### src/dics_pkg.sv
// dics_pkg: shared constants, state codes and carrier types of the
// dual integrator conversion sequencer.
// assumes interval counts are in system clock periods; phase counts are derived at the 10 MHz reference clock.
package dics_pkg;

  // ****************************************
  // clock
  // ****************************************
  localparam int CLK_PERIOD_PS = 25000;   // 40 MHz system clock
  localparam int REF_PERIOD_PS = 100000;  // 10 MHz clock at which internal times are quoted
  localparam int CNT_W = 14;

  // ****************************************
  // sequencing intervals, in system clock periods
  // ****************************************
  localparam int CONT_MRAZ_PERIODS = 4794;     // cont cycle, also the mode boundary
  localparam int READY_DELAY_PERIODS = 4212;   // select toggle to result ready
  localparam int SECOND_READY_PERIODS = 4548;  // first to second ready of a pair
  localparam int NCONT_MRAZ_PERIODS = 9108;    // both sides after a pair
  localparam int PREPARE_MIN_PERIODS = 240;    // least preparation before integrating

  // ****************************************
  // internal phases, quoted in ns at the 10 MHz reference clock
  // ****************************************
  localparam int CONVERT_TIME_NS = 202200;
  localparam int ADC_RESET_TIME_NS = 13200;
  localparam int CONT_INT_RESET_TIME_NS = 61800;
  localparam int NCONT_INT_RESET_TIME_NS = 37800;
  localparam int NCONT_TOTAL_TIME_NS = 910800;
  localparam logic [CNT_W-1:0] CONVERT_CYC = CNT_W'(CONVERT_TIME_NS * 1000 / REF_PERIOD_PS);
  localparam logic [CNT_W-1:0] ADC_RESET_CYC = CNT_W'(ADC_RESET_TIME_NS * 1000 / REF_PERIOD_PS);
  localparam logic [CNT_W-1:0] CONT_INT_RESET_CYC = CNT_W'(CONT_INT_RESET_TIME_NS * 1000 / REF_PERIOD_PS);
  localparam logic [CNT_W-1:0] NCONT_INT_RESET_CYC = CNT_W'(NCONT_INT_RESET_TIME_NS * 1000 / REF_PERIOD_PS);
  localparam logic [CNT_W-1:0] NCONT_TOTAL_CYC = CNT_W'(NCONT_TOTAL_TIME_NS * 1000 / REF_PERIOD_PS);

  // ****************************************
  // reset values
  // ****************************************
  localparam logic [CNT_W-1:0] CNT_RST = 14'h0000;
  localparam logic [1:0] PHASE_RST = 2'h0;

  // sequencer states; bit n-1 set means state n, so state n and 9-n mirror
  typedef enum logic [7:0] {
    DICS_S1 = 8'h01,
    DICS_S2 = 8'h02,
    DICS_S3 = 8'h04,
    DICS_S4 = 8'h08,
    DICS_S5 = 8'h10,
    DICS_S6 = 8'h20,
    DICS_S7 = 8'h40,
    DICS_S8 = 8'h80
  } dics_state_e;

  // phase of the running measure_reset_autozero cycle
  typedef enum logic [1:0] {
    DICS_PH_IDLE = 2'h0,
    DICS_PH_CONVERT = 2'h1,
    DICS_PH_ADC_RESET = 2'h2,
    DICS_PH_INT_RESET = 2'h3
  } dics_phase_e;

  // sequencer status seen outside
  typedef struct packed {
    logic integrating_a;
    logic integrating_b;
    logic measure_busy;
    logic noncontinuous;
    dics_phase_e phase;
  } dics_status_s;

  localparam dics_status_s STATUS_RST = '{1'b0, 1'b0, 1'b0, 1'b0, DICS_PH_IDLE};

endpackage

### src/dics_timer.sv
// dics_timer: loadable down counter with registered busy level and done pulse.
// assumes load and value are synchronous to CLK; a load restarts a running count.
`timescale 1ns/1ps
`default_nettype none
module dics_timer
  import dics_pkg::*;
(
  // clock and reset
  input wire logic clk,
  input wire logic rst,
  // control
  input wire logic load,
  input wire logic [dics_pkg::CNT_W-1:0] value,
  // status
  output logic [dics_pkg::CNT_W-1:0] remain,
  output logic busy,
  output logic done
);

  logic [CNT_W-1:0] cnt_ff, nxt_cnt;
  logic busy_ff, nxt_busy;
  logic done_ff, nxt_done;

  // count down to zero; done is one cycle wide, in the first cycle the count reads zero
  always_comb begin
    nxt_cnt = cnt_ff;
    nxt_done = 1'b0;
    if (load) begin
      nxt_cnt = value;
    end else if (cnt_ff != CNT_RST) begin
      nxt_cnt = cnt_ff - 14'h0001;
      nxt_done = (cnt_ff == 14'h0001);
    end
    nxt_busy = (nxt_cnt != CNT_RST);
  end

  always_ff @(posedge clk or posedge rst) begin
    if (rst) begin
      cnt_ff <= CNT_RST;
      busy_ff <= 1'b0;
      done_ff <= 1'b0;
    end else begin
      cnt_ff <= nxt_cnt;
      busy_ff <= nxt_busy;
      done_ff <= nxt_done;
    end
  end

  assign remain = cnt_ff;
  assign busy = busy_ff;
  assign done = done_ff;

endmodule
`default_nettype wire

### src/dics_ready_flag.sv
// dics_ready_flag: active-low result ready flag with its side tag.
// assumes transmit_enable_n is synchronous; a set in the clearing cycle wins.
`timescale 1ns/1ps
`default_nettype none
module dics_ready_flag (
  // clock and reset
  input wire logic clk,
  input wire logic rst,
  // events
  input wire logic set,
  input wire logic set_side_b,
  input wire logic transmit_enable_n,
  // flag
  output logic ready_n,
  output logic side_b
);

  logic ready_n_ff, nxt_ready_n;
  logic side_b_ff, nxt_side_b;

  // low on a new result, high again once the controller starts a transfer
  always_comb begin
    nxt_ready_n = ready_n_ff;
    nxt_side_b = side_b_ff;
    if (set) begin
      nxt_ready_n = 1'b0;
      nxt_side_b = set_side_b;
    end else if (!transmit_enable_n) begin
      nxt_ready_n = 1'b1;
    end
  end

  always_ff @(posedge clk or posedge rst) begin
    if (rst) begin
      ready_n_ff <= 1'b1;
      side_b_ff <= 1'b0;
    end else begin
      ready_n_ff <= nxt_ready_n;
      side_b_ff <= nxt_side_b;
    end
  end

  assign ready_n = ready_n_ff;
  assign side_b = side_b_ff;

endmodule
`default_nettype wire

### src/dics_sequencer.sv
// dics_sequencer: eight-state integrate / measure_reset_autozero sequencer.
// assumes INTEGRATE_SELECT and TRANSMIT_ENABLE_N change synchronously to CLK.
// Operation
// - Continuous measure_reset_autozero cycle lasts 4794 clocks; also the mode boundary.
// - Continuous mode: result ready 4212 clocks after the select toggle.
// - Non-continuous: first ready 4212 clocks after first integration of pair ends.
// - Non-continuous: second ready exactly 4548 clocks after the first.
// - Non-continuous: both sides' cycles take 9108 clocks after a pair.
// - Next side needs at least 240 clocks of preparation before integrating.
// - Ready held low until the controller drives transmit enable low.
// - Power-up enters state 1 with select high, state 8 with select low.
// - With long periods the sequencer settles alternating states 4 and 5.
// - Inverted select differs only in the first three states.
// - Non-continuous integrations come in pairs; states 1 and 8 wait for both cycles.
// - Typical non-continuous sequence repeats 3, 4, 1, 2.
// - States 1 and 8 ignore select until measure busy falls.
// - State 2 goes to 3 as soon as select is high, no minimum.
// - Too short a period switches to non-continuous via states 1, 2, 3 or 8, 7, 6.
// - Long enough periods return to continuous; first integration may be short.
// - Continuous cycle: conversion 202.2 us, converter reset 13.2, integrator reset 61.8.
// - Non-continuous cycles total 910.8 us; integrator reset portion 37.8 us.
// - Advances on select level together with the internal measure busy.
// - Toggle while busy enters or keeps state 1 or 8, then 2 or 7.
// - Integrations always alternate between side A and side B.
`timescale 1ns/1ps
`default_nettype none
module dics_sequencer
  import dics_pkg::*;
#(
  parameter logic [dics_pkg::CNT_W-1:0] CONT_MRAZ_CYC = 14'(dics_pkg::CONT_MRAZ_PERIODS),
  parameter logic [dics_pkg::CNT_W-1:0] READY_DELAY_CYC = 14'(dics_pkg::READY_DELAY_PERIODS),
  parameter logic [dics_pkg::CNT_W-1:0] SECOND_READY_CYC = 14'(dics_pkg::SECOND_READY_PERIODS),
  parameter logic [dics_pkg::CNT_W-1:0] NCONT_MRAZ_CYC = 14'(dics_pkg::NCONT_MRAZ_PERIODS)
) (
  // clock and reset
  input wire logic CLK,
  input wire logic RST,
  // controller side
  input wire logic INTEGRATE_SELECT,
  input wire logic TRANSMIT_ENABLE_N,
  output logic RESULT_READY_N,
  output logic RESULT_SIDE_B,
  // sequencer view
  output dics_pkg::dics_state_e STATE,
  output dics_pkg::dics_status_s STATUS,
  output logic PREPARE_SHORT
);
  import dics_pkg::*;

  // ****************************************
  // state and events
  // ****************************************
  dics_state_e state_ff, nxt_state;
  logic boot_ff, nxt_boot;
  logic ncont_ff, nxt_ncont;
  logic second_pend_ff, nxt_second_pend;
  logic first_side_b_ff, nxt_first_side_b;
  logic [7:0] prep_cnt_ff, nxt_prep_cnt;
  logic prep_short_ff, nxt_prep_short;
  dics_status_s status_ff, nxt_status;

  logic busy_load, ready1_load, ready2_load;
  logic [CNT_W-1:0] busy_value;
  logic [CNT_W-1:0] busy_remain;
  logic mbusy, ready1_done, ready2_done;
  logic ready_set, ready_set_side_b;

  localparam logic [7:0] PREP_CYC = 8'(PREPARE_MIN_PERIODS);
  // timers load one less than the interval; the loading edge is its first period
  localparam logic [CNT_W-1:0] CONT_BUSY_LOAD = CONT_MRAZ_CYC - 14'h0001;
  localparam logic [CNT_W-1:0] NCONT_BUSY_LOAD = NCONT_MRAZ_CYC - 14'h0001;
  localparam logic [CNT_W-1:0] READY1_LOAD = READY_DELAY_CYC - 14'h0001;
  localparam logic [CNT_W-1:0] READY2_LOAD = SECOND_READY_CYC - 14'h0001;

  // ****************************************
  // timers
  // ****************************************
  // measure busy: one timer serves both sides, reloaded per cycle
  dics_timer u_busy (
    .clk(CLK),
    .rst(RST),
    .load(busy_load),
    .value(busy_value),
    .remain(busy_remain),
    .busy(mbusy),
    .done()
  );

  // first ready of a result, from the end of an integration
  dics_timer u_ready1 (
    .clk(CLK),
    .rst(RST),
    .load(ready1_load),
    .value(READY1_LOAD),
    .remain(),
    .busy(),
    .done(ready1_done)
  );

  // second ready of a non-continuous pair, from the first ready
  dics_timer u_ready2 (
    .clk(CLK),
    .rst(RST),
    .load(ready2_load),
    .value(READY2_LOAD),
    .remain(),
    .busy(),
    .done(ready2_done)
  );

  // ****************************************
  // state machine
  // ****************************************
  // level driven: select level and measure busy pick the next state
  always_comb begin
    nxt_state = state_ff;
    nxt_boot = 1'b0;
    nxt_ncont = ncont_ff;
    nxt_second_pend = second_pend_ff & !ready2_done; // a pair end below wins over the clear
    nxt_first_side_b = first_side_b_ff;
    busy_load = 1'b0;
    busy_value = CONT_BUSY_LOAD;
    ready1_load = 1'b0;
    if (boot_ff) begin
      // power-up always lands in a non-continuous state
      nxt_state = INTEGRATE_SELECT ? DICS_S1 : DICS_S8;
    end else begin
      case (state_ff)
        DICS_S1: begin
          if (!mbusy) begin
            nxt_state = DICS_S2;
          end
        end
        DICS_S2: begin
          if (INTEGRATE_SELECT) begin
            nxt_state = DICS_S3;
          end
        end
        DICS_S3: begin
          if (!INTEGRATE_SELECT) begin
            // side A ends, its cycle runs while B integrates
            nxt_state = DICS_S4;
            busy_load = 1'b1;
            ready1_load = 1'b1;
            nxt_first_side_b = 1'b0;
          end
        end
        DICS_S4: begin
          if (INTEGRATE_SELECT && mbusy) begin
            // period too short: pair ends, both sides measured together
            nxt_state = DICS_S1;
            busy_load = 1'b1;
            busy_value = NCONT_BUSY_LOAD;
            nxt_ncont = 1'b1;
            nxt_second_pend = 1'b1;
          end else if (INTEGRATE_SELECT) begin
            nxt_state = DICS_S5;
            busy_load = 1'b1;
            ready1_load = 1'b1;
            nxt_first_side_b = 1'b1;
            nxt_ncont = 1'b0;
          end
        end
        DICS_S5: begin
          if (!INTEGRATE_SELECT && mbusy) begin
            nxt_state = DICS_S8;
            busy_load = 1'b1;
            busy_value = NCONT_BUSY_LOAD;
            nxt_ncont = 1'b1;
            nxt_second_pend = 1'b1;
          end else if (!INTEGRATE_SELECT) begin
            nxt_state = DICS_S4;
            busy_load = 1'b1;
            ready1_load = 1'b1;
            nxt_first_side_b = 1'b0;
            nxt_ncont = 1'b0;
          end
        end
        DICS_S6: begin
          if (INTEGRATE_SELECT) begin
            nxt_state = DICS_S5;
            busy_load = 1'b1;
            ready1_load = 1'b1;
            nxt_first_side_b = 1'b1;
          end
        end
        DICS_S7: begin
          if (!INTEGRATE_SELECT) begin
            nxt_state = DICS_S6;
          end
        end
        DICS_S8: begin
          if (!mbusy) begin
            nxt_state = DICS_S7;
          end
        end
        default: begin
          nxt_state = INTEGRATE_SELECT ? DICS_S1 : DICS_S8;
        end
      endcase
    end
  end

  always_ff @(posedge CLK or posedge RST) begin
    if (RST) begin
      state_ff <= DICS_S1;
      boot_ff <= 1'b1;
      ncont_ff <= 1'b0;
      second_pend_ff <= 1'b0;
      first_side_b_ff <= 1'b0;
    end else begin
      state_ff <= nxt_state;
      boot_ff <= nxt_boot;
      ncont_ff <= nxt_ncont;
      second_pend_ff <= nxt_second_pend;
      first_side_b_ff <= nxt_first_side_b;
    end
  end

  // ****************************************
  // result ready
  // ****************************************
  // second timer always starts with a first ready; it sets the flag only if a pair owes it.
  // in continuous mode the next toggle supplies the next result instead.
  assign ready2_load = ready1_done;
  assign ready_set = ready1_done | (ready2_done & second_pend_ff);
  assign ready_set_side_b = ready1_done ? first_side_b_ff : !first_side_b_ff;

  dics_ready_flag u_flag (
    .clk(CLK),
    .rst(RST),
    .set(ready_set),
    .set_side_b(ready_set_side_b),
    .transmit_enable_n(TRANSMIT_ENABLE_N),
    .ready_n(RESULT_READY_N),
    .side_b(RESULT_SIDE_B)
  );

  // ****************************************
  // preparation watch and status
  // ****************************************
  // the sequencer does not stall a short state 2 or 7; it only flags it,
  // since meeting the preparation time is the controller's duty
  always_comb begin
    nxt_prep_cnt = prep_cnt_ff;
    nxt_prep_short = prep_short_ff;
    if (state_ff == DICS_S2 || state_ff == DICS_S7) begin
      if (prep_cnt_ff != PREP_CYC) begin
        nxt_prep_cnt = prep_cnt_ff + 8'h01;
      end
      if (nxt_state != state_ff) begin
        nxt_prep_short = (prep_cnt_ff + 8'h01 < PREP_CYC);
      end
    end else begin
      nxt_prep_cnt = 8'h00;
    end
  end

  // phase of the cycle from its elapsed time; the integrator reset figure differs by mode
  always_comb begin
    logic [CNT_W-1:0] elapsed;
    logic [CNT_W-1:0] int_reset;
    elapsed = CNT_RST;
    int_reset = ncont_ff ? NCONT_INT_RESET_CYC : CONT_INT_RESET_CYC;
    nxt_status.integrating_a = (nxt_state == DICS_S3) || (nxt_state == DICS_S5);
    nxt_status.integrating_b = (nxt_state == DICS_S4) || (nxt_state == DICS_S6);
    nxt_status.measure_busy = mbusy;
    nxt_status.noncontinuous = nxt_ncont;
    nxt_status.phase = DICS_PH_IDLE;
    if (mbusy) begin
      elapsed = (ncont_ff ? NCONT_MRAZ_CYC : CONT_MRAZ_CYC) - busy_remain;
      if (ncont_ff && elapsed >= (NCONT_MRAZ_CYC >> 1)) begin
        // second side of a pair starts its own conversion halfway
        elapsed = elapsed - (NCONT_MRAZ_CYC >> 1);
      end
      if (elapsed < CONVERT_CYC) begin
        nxt_status.phase = DICS_PH_CONVERT;
      end else if (elapsed < CONVERT_CYC + ADC_RESET_CYC) begin
        nxt_status.phase = DICS_PH_ADC_RESET;
      end else if (elapsed < CONVERT_CYC + ADC_RESET_CYC + int_reset) begin
        nxt_status.phase = DICS_PH_INT_RESET;
      end
    end
  end

  always_ff @(posedge CLK or posedge RST) begin
    if (RST) begin
      prep_cnt_ff <= 8'h00;
      prep_short_ff <= 1'b0;
      status_ff <= STATUS_RST;
    end else begin
      prep_cnt_ff <= nxt_prep_cnt;
      prep_short_ff <= nxt_prep_short;
      status_ff <= nxt_status;
    end
  end

  assign STATE = state_ff;
  assign STATUS = status_ff;
  assign PREPARE_SHORT = prep_short_ff;

endmodule
`default_nettype wire

### config.mk
export PLATFORM = sky130hd
export DESIGN_NAME = dics_sequencer
export DESIGN_NICKNAME = d
export VERILOG_FILES = /design/src/dics_pkg.sv /design/src/dics_timer.sv /design/src/dics_ready_flag.sv /design/src/dics_sequencer.sv
export SDC_FILE = /design/constraint.sdc
export NUM_CORES = 1
export LEC_CHECK = 0
export BUFFER_PORTS_ARGS = -buffer_cell sky130_fd_sc_hd__buf_2
export CAP_MARGIN = 5
export CELL_PAD_IN_SITES_DETAIL_PLACEMENT = 2
export CELL_PAD_IN_SITES_GLOBAL_PLACEMENT = 2
export CORE_ASPECT_RATIO = 1.25
export CORE_MARGIN = 2
export CORE_UTILIZATION = 42
export CTS_CLUSTER_SIZE = 24
export DETAILED_ROUTE_END_ITERATION = 12
export PLACE_DENSITY = 0.83
export SLEW_MARGIN = 20
export SYNTH_ARGS = -nofsm -noshare
export SYNTH_HDL_FRONTEND = slang
export SYNTH_SLANG_ARGS = --single-unit
### constraint.sdc
create_clock -name CLK -period 7.2 [get_ports CLK]
set_clock_uncertainty 0.05 [all_clocks]
set_input_delay 0.72 -clock CLK [delete_from_list [all_inputs] [get_ports CLK]]
set_output_delay 0.72 -clock CLK [all_outputs]
set_load 0.005 [all_outputs]
==> summary.md <==
| Metric | Value |
|---|---|
| Yosys top cell by area | `dfrtp_1` |
| Status | `completed` |
| Mapped Area | `about 0.0056 sq mm` |
| DP Worst Slack | `2.12 ns` |
| Wire per inst | `22.7 um` |
| DRC violations left | `0` |
| Grt ovf | `0` |
| Post-route ant nets | `0` |
| F_max | `~0.19 GHz` |
| Synth async-reset ratio | `100%` |
| Syn Nets | `roughly 670` |
| Post-cts sizing count | `0` |
| CP top delay family | `compound AO/OA/AOI/OAI gates` |
| Clock Power Share | `approximately a fifth` |
| Net Switching | `approximately 1.1 mW` |
| Final Cycle Share | `a little under three quarters` |
| Core Area | `about 0.013 sq mm` |
| Die width | `between 100 and 150 um` |
| Total CTS buffers | `9` |
| Clock sink count | `73` |
| Avg Vias per Cell | `between 6 and 7` |
| Synthesis-stage register bit count | `73` |
| Slew Viols, Final | `0` |
| Sequential cell area | `around 0.0018 sq mm` |
| Yosys cell types | `94` |
| Drt pass-1 iters | `4` |
| Most used cell, CP | `ha_1` |
| Nets | `673` |
| Top cells by area, synth | `dfrtp_1, nor2_1, xnor2_1` |
| Worst EP required | `approximately 7.4 ns` |
| Share of layout cells above drive strength 1 | `about 14%` |
| Largest net degree at the start of global routing | `74` |
| Multi-input gate area | `0.00350 sq mm` |
| Final Setup Violations | `0` |
| Sequential share of power | `about 22%` |
| Top cells by count, synth | `nor2_1, dfrtp_1, nand2_1` |
| Worst setup margin | `between 2 and 2.5 ns` |
| Area Overhead vs Synth | `8.90%` |
| DP HPWL | `~13000 um` |
| Filler cells | `approximately 1400` |
| Comb pwr share | `a little under three fifths` |
| CTS H-Tree Depth | `3` |
| Row count | `47` |
| CP Class | `reg2reg` |
| Worst setup EP type | `flop` |
| Die H | `between 100 and 150 um` |
| Post-synth EDFFs | `0` |
| Number of diodes | `0` |
| I/O pin cnt | `21` |
| CP peak stage delay | `slightly above 0.8 ns` |
| RePlAce Congestion | `slightly below 0.9` |
| Synth top area share | `between 30% and 40%` |
| P_int | `~1.2 mW` |
| Worst-Margin Slew | `0.984 ns` |
| Slowest stage cell, crit path | `xnor2_1` |
| Most numerous cell in the Yosys netlist | `nor2_1` |
| Worst VDD drop | `around 0.23 mV` |
| Max_slew headroom | `approximately 34%` |
| Initial drt markers | `between 200 and 300` |
| Vias in the first global route | `around 5600` |
| First-pass GRT wire length | `30900 um` |
| Initial core utilization | `around 43%` |
| Register area share after synthesis | `roughly 33%` |
| DIE AREA | `0.0142 sq mm` |
| Buffers on Ports | `20` |
| P per Cell Area | `between 300 and 400 mW/mm^2` |
| Vias | `approximately 5000` |
| CP Max Fanout | `14` |
| Fin Setup TNS | `0 ns` |
| Post-Route WL | `18700 um` |
| Setup Fix Bufs, Post-CTS | `0` |
| Critical path data arrival time | `roughly 5.3 ns` |
| Worst Hold Class | `reg2reg` |
| Total Routing Usage GR | `roughly 27%` |
| Buf/Inv on CP | `1` |
| Critical path cell sequence | `inv_1 -> ha_1 -> and2b_1 -> a22o_1 -> a31oi_1 -> xnor2_1 -> a32oi_4 -> a21o_4 -> nor2_1 -> xor2_1 -> ha_1 -> a31o_2 -> a211oi_2 -> o21ai_1 -> a311oi_1` |
| Post-CTS Hold Buffers | `0` |
| Reg clk slew, reported paths | `around 0.060 ns` |
| Synth warnings | `0` |
| Syn Area/Cell | `~8.7 sq um` |
| CTS tree | `built` |
| Max-cap violations | `0` |
| CTS root buffer | `clkbuf_16` |
| Hold Violations, Final | `0` |
| Top FF cell, synth | `dfrtp_1` |
| Leakage | `2.68 nW` |
| Crit path time final | `slightly above 5 ns` |
| Mapped Cells | `between 600 and 700` |
| Initial antenna violation count | `0` |
| Crit start category | `flop` |
| RSZ-0062 raised after global routing | `no` |
| Clk_lat worst skew | `approximately 0.34 ns` |
| Sw Ratio | `around 47%` |
| Longest Clk Path Bufs | `2` |
[cells by family (layout without fill, tap and decap cells)]
| logic type | after synthesis | in the layout | synth area share (%) |
|---|---|---|---|
| AND/OR/NAND/NOR | 286 | 286 | 27.0 |
| AO/OA/AOI/OAI | 137 | 137 | 19.1 |
| flip-flops | 73 | 73 | 32.8 |
| XOR/XNOR | 57 | 57 | 9.59 |
| buffers and inverters | 56 | 69 | 4.53 |
| adder cells (fa/ha/maj) | 18 | 18 | 4.17 |
| multiplexers | 15 | 15 | 2.80 |
| other | 1 | 1 | 0.0672 |
[cell type report]
type / count / share of cell area, %
well taps: 171 / 3.52
flip-flops and latches: 73 / 30.1
clock buffers: 12 / 4.22
multi-input cells: 514 / 57.6
clock inverters: 4 / 0.844
inverters: 32 / 1.98
repair buffers: 21 / 1.77
[power by group through the flow]
stage	sequential, mW	clock, mW	combinational, mW
6_report	0.499	0.465	1.27
5_1_grt	0.505	0.489	1.38
4_1_cts	0.499	0.473	1.26
3_5_place_dp	0.507	0	1.24
3_3_place_gp	0.502	0	1.19
2_1_floorplan	0.469	0	0.984
[layout by cell type, fill, tap and decap left out, types with 5 or more instances in the layout]
cell	n
xor2_1	21
and3_1	5
or2_2	6
nand4_1	11
nor4_1	16
or3_1	10
clkbuf_16	9
inv_1	30
xnor2_1	32
dfrtp_1	70
nor2_1	75
nand3_1	31
nor3_1	22
mux2i_1	10
o21ai_1	5
and2_1	7
a21oi_1	26
a31oi_1	10
buf_2	20
o211ai_1	6
nand2b_1	11
nand2_1	55
o21ai_0	30
ha_1	17
[through the flow]
step                util, %  hold WS, ns  instances  power (mW)  instance area, sq um
floorplan                 -        0.356        643        1.45                  5580
global placement       44.0        0.396        811        1.69                  5770
detailed placement     44.0        0.427        811        1.75                  5770
CTS                    46.4        0.447        827        2.23                  6080
global route           46.4        0.485        827        2.37                  6080
finish                 46.4        0.441        827        2.23                  6080
[flip-flops by register name, summed over array words and instances, names as in the netlist, 6 cells and up]
signal	count
STATUS	6
prep_cnt_ff	8
STATE	8
u_ready1.remain	14
u_busy.remain	14
u_ready2.remain	14
[metal layers]
metal	track usage (%)	routed length, um
met3	2.27	327
met1	32.1	7510
met2	52.4	10500
met4	7.14	376
met5	0	0
[final timing paths]
check / startpoint / endpoint / slack, ns / cells past startpoint
worst max-delay path: STATUS[2] / STATUS[1] / 2.07 / 15
worst min-delay path: PREPARE_SHORT / PREPARE_SHORT / 0.44 / 1
worst max register to register: STATUS[2] / STATUS[1] / 2.07 / 15
worst min register to register: PREPARE_SHORT / PREPARE_SHORT / 0.44 / 1
max in group asynchronous: RST / STATE[3] / 5.85 / 3
min in group asynchronous: RST / prep_cnt_ff[2] / 0.62 / 3
Power figures use the tool's default switching activity.
